==> src/mcc_pkg.sv <==
package mcc_pkg;

  // ****************************************
  // register offsets
  // ****************************************
  localparam logic [7:0] MCC_OFF_SEL = 8'h00;    // main_clock_select_ctrl
  localparam logic [7:0] MCC_OFF_PRESC = 8'h01;  // main_clock_prescale_ctrl
  localparam logic [7:0] MCC_OFF_FDCTL = 8'h02;  // clock_failure_detect_ctrl
  localparam logic [7:0] MCC_OFF_IRQCTL = 8'h03; // clock_failure_irq_ctrl
  localparam logic [7:0] MCC_OFF_FLAGS = 8'h04;  // clock_failure_irq_flags
  localparam logic [7:0] MCC_OFF_STATUS = 8'h05; // main_clock_status

  // ****************************************
  // field positions
  // ****************************************
  localparam int MCC_B_MAIN_CLOCK_OUT_ENABLE = 7;
  localparam int MCC_B_SRC_LO = 0;
  localparam int MCC_B_PEN = 0;
  localparam int MCC_B_PRESCALE_RATIO_LO = 1;
  localparam int MCC_B_FDEN = 0;
  localparam int MCC_B_FDTST = 1;
  localparam int MCC_B_FDSRC_LO = 2;
  localparam int MCC_B_IRQEN = 0;
  localparam int MCC_B_IRQKIND = 7;
  localparam int MCC_B_FLAG = 0;
  localparam int MCC_B_PENDING = 0;
  localparam int MCC_B_INTHF = 1;
  localparam int MCC_B_INT32K = 2;
  localparam int MCC_B_EXT32K = 3;
  localparam int MCC_B_EXTHF = 4;
  localparam int MCC_B_PLL = 5;

  // ****************************************
  // codes, reset values and counts
  // ****************************************
  localparam logic [3:0] MCC_SRC_INT_HF = 4'h0;
  localparam logic [3:0] MCC_SRC_INT_32K = 4'h1;
  localparam logic [3:0] MCC_SRC_EXT_32K = 4'h2;
  localparam logic [3:0] MCC_SRC_EXT_HF = 4'h3;
  localparam logic [1:0] MCC_MON_MAIN = 2'h0;
  localparam logic [1:0] MCC_MON_EXT_HF = 2'h1;
  localparam logic [1:0] MCC_MON_EXT_32K = 2'h2;
  localparam logic [7:0] MCC_REG_RESET = 8'h00;
  localparam logic [3:0] MCC_REPEAT_TICKS = 4'hA; // slow-osc cycles between re-raises
  localparam logic [2:0] MCC_GUARD_INSTRS = 3'h4; // instructions a key stays open

  typedef enum logic [0:0] {
    MCC_SW_IDLE = 1'b0,
    MCC_SW_WAIT = 1'b1
  } mcc_sw_t;

endpackage : mcc_pkg

==> src/mcc_main_clock_ctrl.sv <==
// What this block does
// main_clock_out_enable gate high only while enable bit set and main clock runs
// enable bit follows writes, cleared by a failure on the monitored main clock
// source field codes: 0 int hf, 1 int 32k, 2 ext 32k, 3 ext hf
// source 3 picks ext input or crystal by the ext hf select bit
// ratio codes 0-5 give 2..64, codes 8-C give 6,10,12,24,48
// prescale off passes every cycle, on divides by selected ratio
// software keeps source and ratio within allowed clock maximum
// monitor field picks main, ext hf or ext 32k, only while enabled
// enable, irq enable and kind all set lock four fields until reset
// test bit written 1 forces a failure, written 0 ends it
// detector runs only while its enable bit is set
// kind bit picks regular interrupt or non-maskable interrupt
// interrupt requested only while irq enable bit is set
// failure flag set on any detected or forced failure
// writing 1 clears the flag, writing 0 leaves it
// pll status bit shows pll running
// ext hf status shows crystal stable or input running per select bit
// ext 32k status shows crystal stable or input running per select bit
// internal hf and 32k status bits show oscillator stability
// writes to protected registers take effect only within four instructions after a key
// persisting failure re-raises flag every ten slow oscillator cycles
// main clock failure switches source to the fused start-up source
// pending bit high while a source change waits for a stable source
// unimplemented bits read zero and ignore writes
//
// The strobed register port is this design's own decision.
`timescale 1ns/1ps
module mcc_main_clock_ctrl (
  input wire logic CLOCK,                 // 200 MHz system clock
  input wire logic RST_N,                 // synchronous reset, active low
  input wire logic [7:0] ADDR,            // register offset
  input wire logic [7:0] WDATA,           // write data
  input wire logic WR,                    // write strobe
  input wire logic RD,                    // read strobe
  output logic [7:0] RDATA,               // read data, cycle after RD
  input wire logic GUARD_KEY,             // pulse: key written to the guard
  input wire logic INSTR_DONE,            // pulse: one cpu instruction retired
  input wire logic [3:0] FUSE_STARTUP_SRC, // fused start-up source code
  input wire logic EXT_HF_SELECT_CLOCK,   // 1 ext hf input, 0 ext hf crystal
  input wire logic EXT_32K_SELECT_CLOCK,  // 1 ext 32k input, 0 ext 32k crystal
  input wire logic INT_HF_STABLE,         // async: internal hf osc stable
  input wire logic INT_32K_STABLE,        // async: internal 32k osc stable
  input wire logic XTAL_32K_STABLE,       // async: 32k crystal stable
  input wire logic EXT_32K_RUNNING,       // async: 32k input clock running
  input wire logic XTAL_HF_STABLE,        // async: hf crystal stable
  input wire logic EXT_HF_RUNNING,        // async: hf input clock running
  input wire logic PLL_RUNNING,           // async: pll running
  input wire logic MAIN_RUNNING,          // async: main clock toggling
  input wire logic INT_32K_CLK,           // async: internal slow osc output
  input wire logic MAIN_FAIL,             // async: main clock stopped
  input wire logic EXT_HF_FAIL,           // async: ext hf source stopped
  input wire logic EXT_32K_FAIL,          // async: ext 32k source stopped
  output logic [3:0] ACTIVE_SRC,          // source code steering the clock mux
  output logic EXT_HF_USE_INPUT,          // ext hf path takes the input pin
  output logic MAIN_CLOCK_OUT_ENABLE_GATE,               // gate of main clock onto the pin
  output logic CPU_CLK_EN,                // cpu/peripheral clock enable
  output logic FAIL_IRQ,                  // regular failure interrupt request
  output logic FAIL_NMI                   // non-maskable failure request
);
  import mcc_pkg::*;

  // ****************************************
  // state
  // ****************************************
  localparam int NSYNC = 12;

  typedef struct packed {
    logic main_clock_out_enable;
    logic [3:0] src_sel;
    logic prescale_enable;
    logic [3:0] prescale_ratio;
    logic [1:0] mon;
    logic tst;
    logic fd_en;
    logic irq_kind;
    logic irq_en;
    logic flag;
    logic locked;
    mcc_sw_t sw;
    logic [3:0] active;
    logic [5:0] div_cnt;
    logic clk_en;
    logic [3:0] rep_cnt;
    logic fail_prev;
    logic tick_prev;
    logic [2:0] guard_cnt;
    logic [7:0] rdata;
    logic [NSYNC-1:0] sync1;
    logic [NSYNC-1:0] sync2;
  } mcc_state_t;

  localparam mcc_state_t ST_RESET = '{
    main_clock_out_enable: 1'b0, src_sel: MCC_SRC_INT_HF, prescale_enable: 1'b0, prescale_ratio: 4'h0, mon: MCC_MON_MAIN,
    tst: 1'b0, fd_en: 1'b0, irq_kind: 1'b0, irq_en: 1'b0, flag: 1'b0, locked: 1'b0,
    sw: MCC_SW_IDLE, active: MCC_SRC_INT_HF, div_cnt: 6'h00, clk_en: 1'b0,
    rep_cnt: 4'h0, fail_prev: 1'b0, tick_prev: 1'b0, guard_cnt: 3'h0,
    rdata: MCC_REG_RESET, sync1: '0, sync2: '0
  };

  mcc_state_t st;
  mcc_state_t next_st;

  // synchronised copies of the async inputs
  logic s_int_hf, s_int_32k, s_x32k, s_e32k, s_xhf, s_ehf, s_pll, s_main_run;
  logic s_tick, s_fail_main, s_fail_hf, s_fail_32k;
  assign {s_fail_32k, s_fail_hf, s_fail_main, s_tick, s_main_run, s_pll,
          s_ehf, s_xhf, s_e32k, s_x32k, s_int_32k, s_int_hf} = st.sync2;

  // ****************************************
  // helper functions
  // ****************************************
  // terminal count of the prescaler; reserved codes fall back to divide by 2
  function automatic logic [5:0] mcc_div_term(input logic [3:0] code);
    logic [5:0] t;
    t = 6'h01;
    unique case (code)
      4'h0: t = 6'h01;
      4'h1: t = 6'h03;
      4'h2: t = 6'h07;
      4'h3: t = 6'h0F;
      4'h4: t = 6'h1F;
      4'h5: t = 6'h3F;
      4'h8: t = 6'h05;
      4'h9: t = 6'h09;
      4'hA: t = 6'h0B;
      4'hB: t = 6'h17;
      4'hC: t = 6'h2F;
      default: t = 6'h01;
    endcase
    return t;
  endfunction : mcc_div_term

  // ****************************************
  // combinational status
  // ****************************************
  logic st_ext_hf, st_ext_32k, guard_open, wr_prot;
  logic fail_cond, fail_rise, tick_rise, repeat_hit, set_flag, main_fail_evt;
  logic target_stable;
  logic [7:0] status_word;

  // crystal or input status follows the select bits of the oscillator registers
  assign st_ext_hf = EXT_HF_SELECT_CLOCK ? s_ehf : s_xhf;
  assign st_ext_32k = EXT_32K_SELECT_CLOCK ? s_e32k : s_x32k;

  // unused positions stay zero
  always_comb begin
    status_word = 8'h00;
    status_word[MCC_B_PLL] = s_pll;
    status_word[MCC_B_EXTHF] = st_ext_hf;
    status_word[MCC_B_EXT32K] = st_ext_32k;
    status_word[MCC_B_INT32K] = s_int_32k;
    status_word[MCC_B_INTHF] = s_int_hf;
    status_word[MCC_B_PENDING] = (st.sw == MCC_SW_WAIT);
  end

  // the guard window counts retired instructions, not bus cycles
  assign guard_open = (st.guard_cnt != 3'h0);
  assign wr_prot = WR && guard_open && (ADDR <= MCC_OFF_IRQCTL);

  // the detector watches one source, and the test bit stands in for a real stop
  always_comb begin
    fail_cond = 1'b0;
    if (st.fd_en) begin
      unique case (st.mon)
        MCC_MON_MAIN: fail_cond = s_fail_main;
        MCC_MON_EXT_HF: fail_cond = s_fail_hf;
        MCC_MON_EXT_32K: fail_cond = s_fail_32k;
        default: fail_cond = 1'b0;
      endcase
      fail_cond = fail_cond || st.tst;
    end
  end

  assign tick_rise = s_tick && !st.tick_prev;
  assign fail_rise = fail_cond && !st.fail_prev;
  assign repeat_hit = fail_cond && tick_rise && (st.rep_cnt == MCC_REPEAT_TICKS - 4'h1);
  assign set_flag = fail_rise || repeat_hit;
  assign main_fail_evt = fail_rise && (st.mon == MCC_MON_MAIN);

  // a reserved code never reports stable, so such a switch never completes
  always_comb begin
    unique case (st.src_sel)
      MCC_SRC_INT_HF: target_stable = s_int_hf;
      MCC_SRC_INT_32K: target_stable = s_int_32k;
      MCC_SRC_EXT_32K: target_stable = st_ext_32k;
      MCC_SRC_EXT_HF: target_stable = st_ext_hf;
      default: target_stable = 1'b0;
    endcase
  end

  // ****************************************
  // next state
  // ****************************************
  always_comb begin
    next_st = st;
    next_st.sync1 = {EXT_32K_FAIL, EXT_HF_FAIL, MAIN_FAIL, INT_32K_CLK, MAIN_RUNNING,
                     PLL_RUNNING, EXT_HF_RUNNING, XTAL_HF_STABLE, EXT_32K_RUNNING,
                     XTAL_32K_STABLE, INT_32K_STABLE, INT_HF_STABLE};
    next_st.sync2 = st.sync1;
    next_st.tick_prev = s_tick;
    next_st.fail_prev = fail_cond;

    // guard window: key opens it, each instruction shortens it
    if (GUARD_KEY) begin
      next_st.guard_cnt = MCC_GUARD_INSTRS;
    end else if (INSTR_DONE && guard_open) begin
      next_st.guard_cnt = st.guard_cnt - 3'h1;
    end

    // register writes, protected ones only inside the window
    if (wr_prot && ADDR == MCC_OFF_SEL) begin
      next_st.main_clock_out_enable = WDATA[MCC_B_MAIN_CLOCK_OUT_ENABLE];
      next_st.src_sel = WDATA[MCC_B_SRC_LO +: 4];
    end
    if (wr_prot && ADDR == MCC_OFF_PRESC) begin
      next_st.prescale_enable = WDATA[MCC_B_PEN];
      next_st.prescale_ratio = WDATA[MCC_B_PRESCALE_RATIO_LO +: 4];
    end
    if (wr_prot && ADDR == MCC_OFF_FDCTL) begin
      next_st.tst = WDATA[MCC_B_FDTST];
      if (!st.locked) begin
        next_st.fd_en = WDATA[MCC_B_FDEN];
        next_st.mon = WDATA[MCC_B_FDSRC_LO +: 2];
      end
    end
    if (wr_prot && ADDR == MCC_OFF_IRQCTL && !st.locked) begin
      next_st.irq_en = WDATA[MCC_B_IRQEN];
      next_st.irq_kind = WDATA[MCC_B_IRQKIND];
    end

    // lock is sticky until reset
    if (st.fd_en && st.irq_en && st.irq_kind) begin
      next_st.locked = 1'b1;
    end

    // flag: a set in the same cycle as the clear wins
    if (WR && ADDR == MCC_OFF_FLAGS && WDATA[MCC_B_FLAG]) begin
      next_st.flag = 1'b0;
    end
    if (set_flag) begin
      next_st.flag = 1'b1;
    end

    // ten slow-oscillator ticks between re-raises of a standing failure
    if (!fail_cond || fail_rise) begin
      next_st.rep_cnt = 4'h0;
    end else if (tick_rise) begin
      next_st.rep_cnt = repeat_hit ? 4'h0 : st.rep_cnt + 4'h1;
    end

    // main clock failure: fall back to the fused source, drop the clock pin
    if (main_fail_evt) begin
      next_st.main_clock_out_enable = 1'b0;
      next_st.src_sel = FUSE_STARTUP_SRC;
    end

    // source switch waits for the new source to be stable
    unique case (st.sw)
      MCC_SW_IDLE: begin
        if (next_st.src_sel != st.active) begin
          next_st.sw = MCC_SW_WAIT;
        end
      end
      MCC_SW_WAIT: begin
        if (st.src_sel == st.active) begin
          next_st.sw = MCC_SW_IDLE;
        end else if (target_stable) begin
          next_st.active = st.src_sel;
          next_st.sw = (next_st.src_sel != st.src_sel) ? MCC_SW_WAIT : MCC_SW_IDLE;
        end
      end
    endcase

    // prescaler as a clock enable; a ratio change already applies to the count in progress
    if (!st.prescale_enable) begin
      next_st.div_cnt = 6'h00;
      next_st.clk_en = 1'b1;
    end else if (st.div_cnt >= mcc_div_term(st.prescale_ratio)) begin
      next_st.div_cnt = 6'h00;
      next_st.clk_en = 1'b1;
    end else begin
      next_st.div_cnt = st.div_cnt + 6'h01;
      next_st.clk_en = 1'b0;
    end

    // read data, registered one cycle after the strobe
    next_st.rdata = 8'h00;
    if (RD) begin
      unique case (ADDR)
        MCC_OFF_SEL: next_st.rdata = {st.main_clock_out_enable, 3'b000, st.src_sel};
        MCC_OFF_PRESC: next_st.rdata = {3'b000, st.prescale_ratio, st.prescale_enable};
        MCC_OFF_FDCTL: next_st.rdata = {4'h0, st.mon, st.tst, st.fd_en};
        MCC_OFF_IRQCTL: next_st.rdata = {st.irq_kind, 6'h00, st.irq_en};
        MCC_OFF_FLAGS: next_st.rdata = {7'h00, st.flag};
        MCC_OFF_STATUS: next_st.rdata = status_word;
        default: next_st.rdata = 8'h00;
      endcase
    end
  end

  // ****************************************
  // state register
  // ****************************************
  always_ff @(posedge CLOCK) begin
    if (!RST_N) begin
      st <= ST_RESET;
    end else begin
      st <= next_st;
    end
  end

  // ****************************************
  // outputs
  // ****************************************
  assign RDATA = st.rdata;
  assign ACTIVE_SRC = st.active;
  assign EXT_HF_USE_INPUT = (st.active == MCC_SRC_EXT_HF) && EXT_HF_SELECT_CLOCK;
  assign MAIN_CLOCK_OUT_ENABLE_GATE = st.main_clock_out_enable && s_main_run;
  assign CPU_CLK_EN = st.clk_en;
  // software stops repeats by clearing the enable; the flag itself stays
  assign FAIL_IRQ = st.flag && st.irq_en && !st.irq_kind;
  assign FAIL_NMI = st.flag && st.irq_en && st.irq_kind;
endmodule : mcc_main_clock_ctrl

==> config.mk <==
export PLATFORM = sky130hd
export DESIGN_NAME = mcc_main_clock_ctrl
export DESIGN_NICKNAME = d
export VERILOG_FILES = /design/src/mcc_pkg.sv /design/src/mcc_main_clock_ctrl.sv
export SDC_FILE = /design/constraint.sdc
export NUM_CORES = 1
export LEC_CHECK = 0
export ABC_AREA = 0
export BUFFER_PORTS_ARGS = -buffer_cell sky130_fd_sc_hd__buf_2
export CAP_MARGIN = 10
export CORE_AREA = 8 8 103 105
export CTS_CLUSTER_DIAMETER = 50
export DETAILED_ROUTE_END_ITERATION = 10
export DIE_AREA = 0 0 111 113
export PLACE_DENSITY_LB_ADDON = 0.12
export SLEW_MARGIN = 20
export SYNTH_ARGS = -nofsm -noshare
export SYNTH_HDL_FRONTEND = slang
export SYNTH_SLANG_ARGS = --single-unit
==> constraint.sdc <==
create_clock -name CLOCK -period 8.9 [get_ports CLOCK]
set_clock_uncertainty 0.1 [all_clocks]
set_input_delay 1.335 -clock CLOCK [delete_from_list [all_inputs] [get_ports CLOCK]]
set_output_delay 1.335 -clock CLOCK [all_outputs]
set_load 0.01 [all_outputs]
==> impl_metrics.sql <==
INSERT INTO impl_metrics (metric_group, metric, value, unit) VALUES
('status', 'status', 'finished clean', ''),
('routing', 'avgViaCountPerCell', '4.94', ''),
('synthesis', 'number_of_cells_produced_by_synthesis', '382', ''),
('global_routing', 'overflow_left_after_global_routing', '0', ''),
('clocking', 'cts_made_buffers', '9', ''),
('sta', 'setup_viol', '0', ''),
('routing', 'wirelength', '7.62', 'mm'),
('synthesis', 'post_synth_num_cell_types', '52', ''),
('worst_setup_path', 'setup.worst_path.end_class', 'flip-flop', ''),
('floorplan', 'rows', '35', ''),
('global_routing', 'vias_in_the_first_global_route', '2736', ''),
('worst_setup_path', 'path_cells', 'buf_2 > or4_4 > or3_1 > nor3_4 > mux2i_1 > nor2_1 > inv_1 > ha_1 > nor3_1 > o21ai_0 > a31oi_1', ''),
('clocking', 'postCtsSetupBuffers', '0', ''),
('clocking', 'cts_root_buf', 'sky130_fd_sc_hd__clkbuf_8', ''),
('global_routing', 'antenna_found_initial', '0', ''),
('worst_setup_path', 'worstPathMaxFanout', '9', ''),
('worst_setup_path', 'worst_ep_required_time', '9070', 'ps'),
('synthesis', 'async_flop_share', '0', '%'),
('pwr', 'worst_ir_drop_vdd', '0.0884', 'mV'),
('routing', 'first_pass_iters', '4', ''),
('sta', 'tightest_slew', '771', 'ps'),
('floorplan', 'io-pin-count', '57', ''),
('sta', 'rsz0062_at_grt', 'false', ''),
('clocking', 'clock_pin_transition_on_the_worst_setup_and_hold_timing_paths', '80', 'ps'),
('pwr', 'power.density', '181', 'nW/um2'),
('synthesis', 'synthTopCellsByArea', 'sky130_fd_sc_hd__dfxtp_1 43%, sky130_fd_sc_hd__and2_1 5.5%, sky130_fd_sc_hd__ha_1 5.4%', ''),
('placed_design', 'numPortBuffers', '53', ''),
('synthesis', 'ys.warnings.count', '0', ''),
('floorplan', 'floorplan.core_area', '8980', 'um2'),
('synthesis', 'postSynth.topFlopCell', 'sky130_fd_sc_hd__dfxtp_1', ''),
('finish', 'post_layout_nonfiller_instances', '536', ''),
('finish', 'multiInputGateArea', '1790', 'um2'),
('placed_design', 'finalWeightedCongestion', '0.845', ''),
('routing', 'drc_errors', '0', ''),
('finish', 'sequential_cell_area', '1500', 'um2'),
('global_routing', 'grt_pass1_wl', '13.1', 'mm'),
('sta', 'tns', '0', 'ps'),
('clocking', 'cts_num_sinks', '75', ''),
('sta', 'timing.slew.headroom', '48.5', '%'),
('routing', 'vias', '2647', ''),
('global_routing', 'grt_start_max_net_pins', '42', ''),
('synthesis', 'synthesis.area_per_instance', '9.16', 'um2'),
('sta', 'fin_crit', '3920', 'ps'),
('pwr', 'p_leak', '0.00173', 'uW'),
('sta', 'period_share', '44.1', '%'),
('finish', 'net_count_final', '475', ''),
('finish', 'layout-drive-gt1-share', '20.2', '%'),
('synthesis', 'netlist.top_cell.by_area', 'sky130_fd_sc_hd__dfxtp_1', ''),
('clocking', 'clock_tree_from_tritoncts', 'done', ''),
('synthesis', 'ys_top_cells_by_count', '75 x sky130_fd_sc_hd__dfxtp_1, 48 x sky130_fd_sc_hd__nor2_1, 31 x sky130_fd_sc_hd__and2_1, 18 x sky130_fd_sc_hd__mux2i_1, 17 x sky130_fd_sc_hd__nand2_1', ''),
('finish', 'final.fill_count', '886', ''),
('routing', 'first_iter_violations', '95', ''),
('placed_design', 'dp.cells', '520', ''),
('routing', 'detail-route-antenna-nets', '0', ''),
('sta', 'hold_viol', '0', ''),
('clocking', 'clockBufferDepth', '2', ''),
('global_routing', 'groute.usage.overall', '12.8', '%'),
('worst_setup_path', 'setup.reg_to_reg.worst_slack', '6180', 'ps'),
('routing', 'drt-wirelength-per-cell', '14.2', 'um'),
('job', 'max-cap-violations', '0', ''),
('floorplan', 'die_area', '12500', 'um2'),
('floorplan', 'floorplan.die.height', '113', 'um'),
('finish', 'flow.area_growth_from_synthesis', '15.0', '%'),
('clocking', 'cts_htree_levels', '3', ''),
('finish', 'num_antenna_cells', '0', ''),
('clocking', 'cts_resized', '0', ''),
('worst_setup_path', 'worst-setup-path-type', 'primary input to flip-flop', ''),
('worst_setup_path', 'cp_data_arrival_time', '4090', 'ps'),
('synthesis', 'yosys_register_bits', '75', ''),
('floorplan', 'die_span_in_x', '111', 'um'),
('sta', 'max_freq', '255', 'MHz');
cell type report:
cell class	instances	area share, %
clock inverters	7	3.70
well taps	111	3.45
multi-input cells	265	44.4
repair buffers	53	6.59
clock buffers	9	3.08
inverters	16	1.49
flip-flops and latches	75	37.3
critical path: cells and delay by family:
family,cells,cell delay [ps]
AOI/OAI and AO/OA,2,320
adders and majority gates,1,190
buffers and inverters,2,200
muxes,1,160
and+or+nand+nor,5,1890
through the flow:
step	setup slack [ps]	util (%)	power, uW	hold slack (ps)	cell area (um2)
2_1_floorplan	5070	-	370	312	3500
3_3_place_gp	4590	41.8	384	313	3750
3_5_place_dp	4560	41.8	385	318	3750
4_1_cts	4940	44.9	738	337	4030
5_1_grt	4760	44.9	757	349	4030
6_report	4980	44.9	727	335	4030
path summary, 6_finish.rpt:
kind	from	to	cells past startpoint
worst min-delay path	next_st[5]	s_ehf	1
worst min register to register	next_st[5]	s_ehf	1
worst max register to register	st[32]	flip-flop	12
worst max-delay path	ADDR[7]	flip-flop	11
power breakdown:
part	switching [uW]	leakage [uW]	internal, uW
clock	133	0.000136	217
sequential	1.76	0.000610	341
combinational	18.9	0.000986	14.4
total	154	0.00173	573
logic make-up after synthesis:
group / synth area share, %
adder cells (fa/ha/maj): 5.36
other: 0.107
AO/OA/AOI/OAI: 8.54
flip-flops: 42.9
AND/OR/NAND/NOR: 24.3
buffers and inverters: 6.00
multiplexers: 8.04
XOR/XNOR: 4.75
layer usage:
| layer | global-route usage (%) | share of wire, % | up-vias |
|---|---|---|---|
| li1 | - | - | 1370 |
| met1 | 15.6 | 48 | 1207 |
| met2 | 20.3 | 45 | 55 |
| met3 | 3.44 | 4.6 | 15 |
| met4 | 6.58 | 2.1 | 0 |
| met5 | 0 | 0 | - |
cell usage in the layout (no fill, tap or decap), types with 2 or more instances in the layout:
cell,n
sky130_fd_sc_hd__a21o_1,4
sky130_fd_sc_hd__ha_1,15
sky130_fd_sc_hd__or2_2,3
sky130_fd_sc_hd__mux2_2,7
sky130_fd_sc_hd__clkbuf_8,9
sky130_fd_sc_hd__a31oi_1,9
sky130_fd_sc_hd__nand2_1,17
sky130_fd_sc_hd__and4b_1,2
sky130_fd_sc_hd__a211oi_1,3
sky130_fd_sc_hd__nand4_1,2
sky130_fd_sc_hd__mux2i_1,18
sky130_fd_sc_hd__nor4_1,3
sky130_fd_sc_hd__inv_1,15
sky130_fd_sc_hd__or3_1,2
sky130_fd_sc_hd__nand2b_1,8
sky130_fd_sc_hd__nor3_1,10
sky130_fd_sc_hd__and3_1,7
sky130_fd_sc_hd__bufinv_16,4
sky130_fd_sc_hd__nor2b_1,3
sky130_fd_sc_hd__buf_2,53
sky130_fd_sc_hd__dfxtp_1,75
sky130_fd_sc_hd__and4_1,2
sky130_fd_sc_hd__a21oi_1,9
sky130_fd_sc_hd__and2_1,31
sky130_fd_sc_hd__xnor2_1,11
sky130_fd_sc_hd__nor2_1,48
sky130_fd_sc_hd__xor2_1,8
sky130_fd_sc_hd__clkinv_4,2
sky130_fd_sc_hd__o21ai_0,8
sky130_fd_sc_hd__a222oi_1,3
sky130_fd_sc_hd__nand3_1,12
registers in the layout, summed over array words and instances (netlist names), 4 cells and up, named ones only:
register,flops
st,34
ACTIVE_SRC,4
RDATA,7
next_st,13
(Power assumes the default switching activity.)
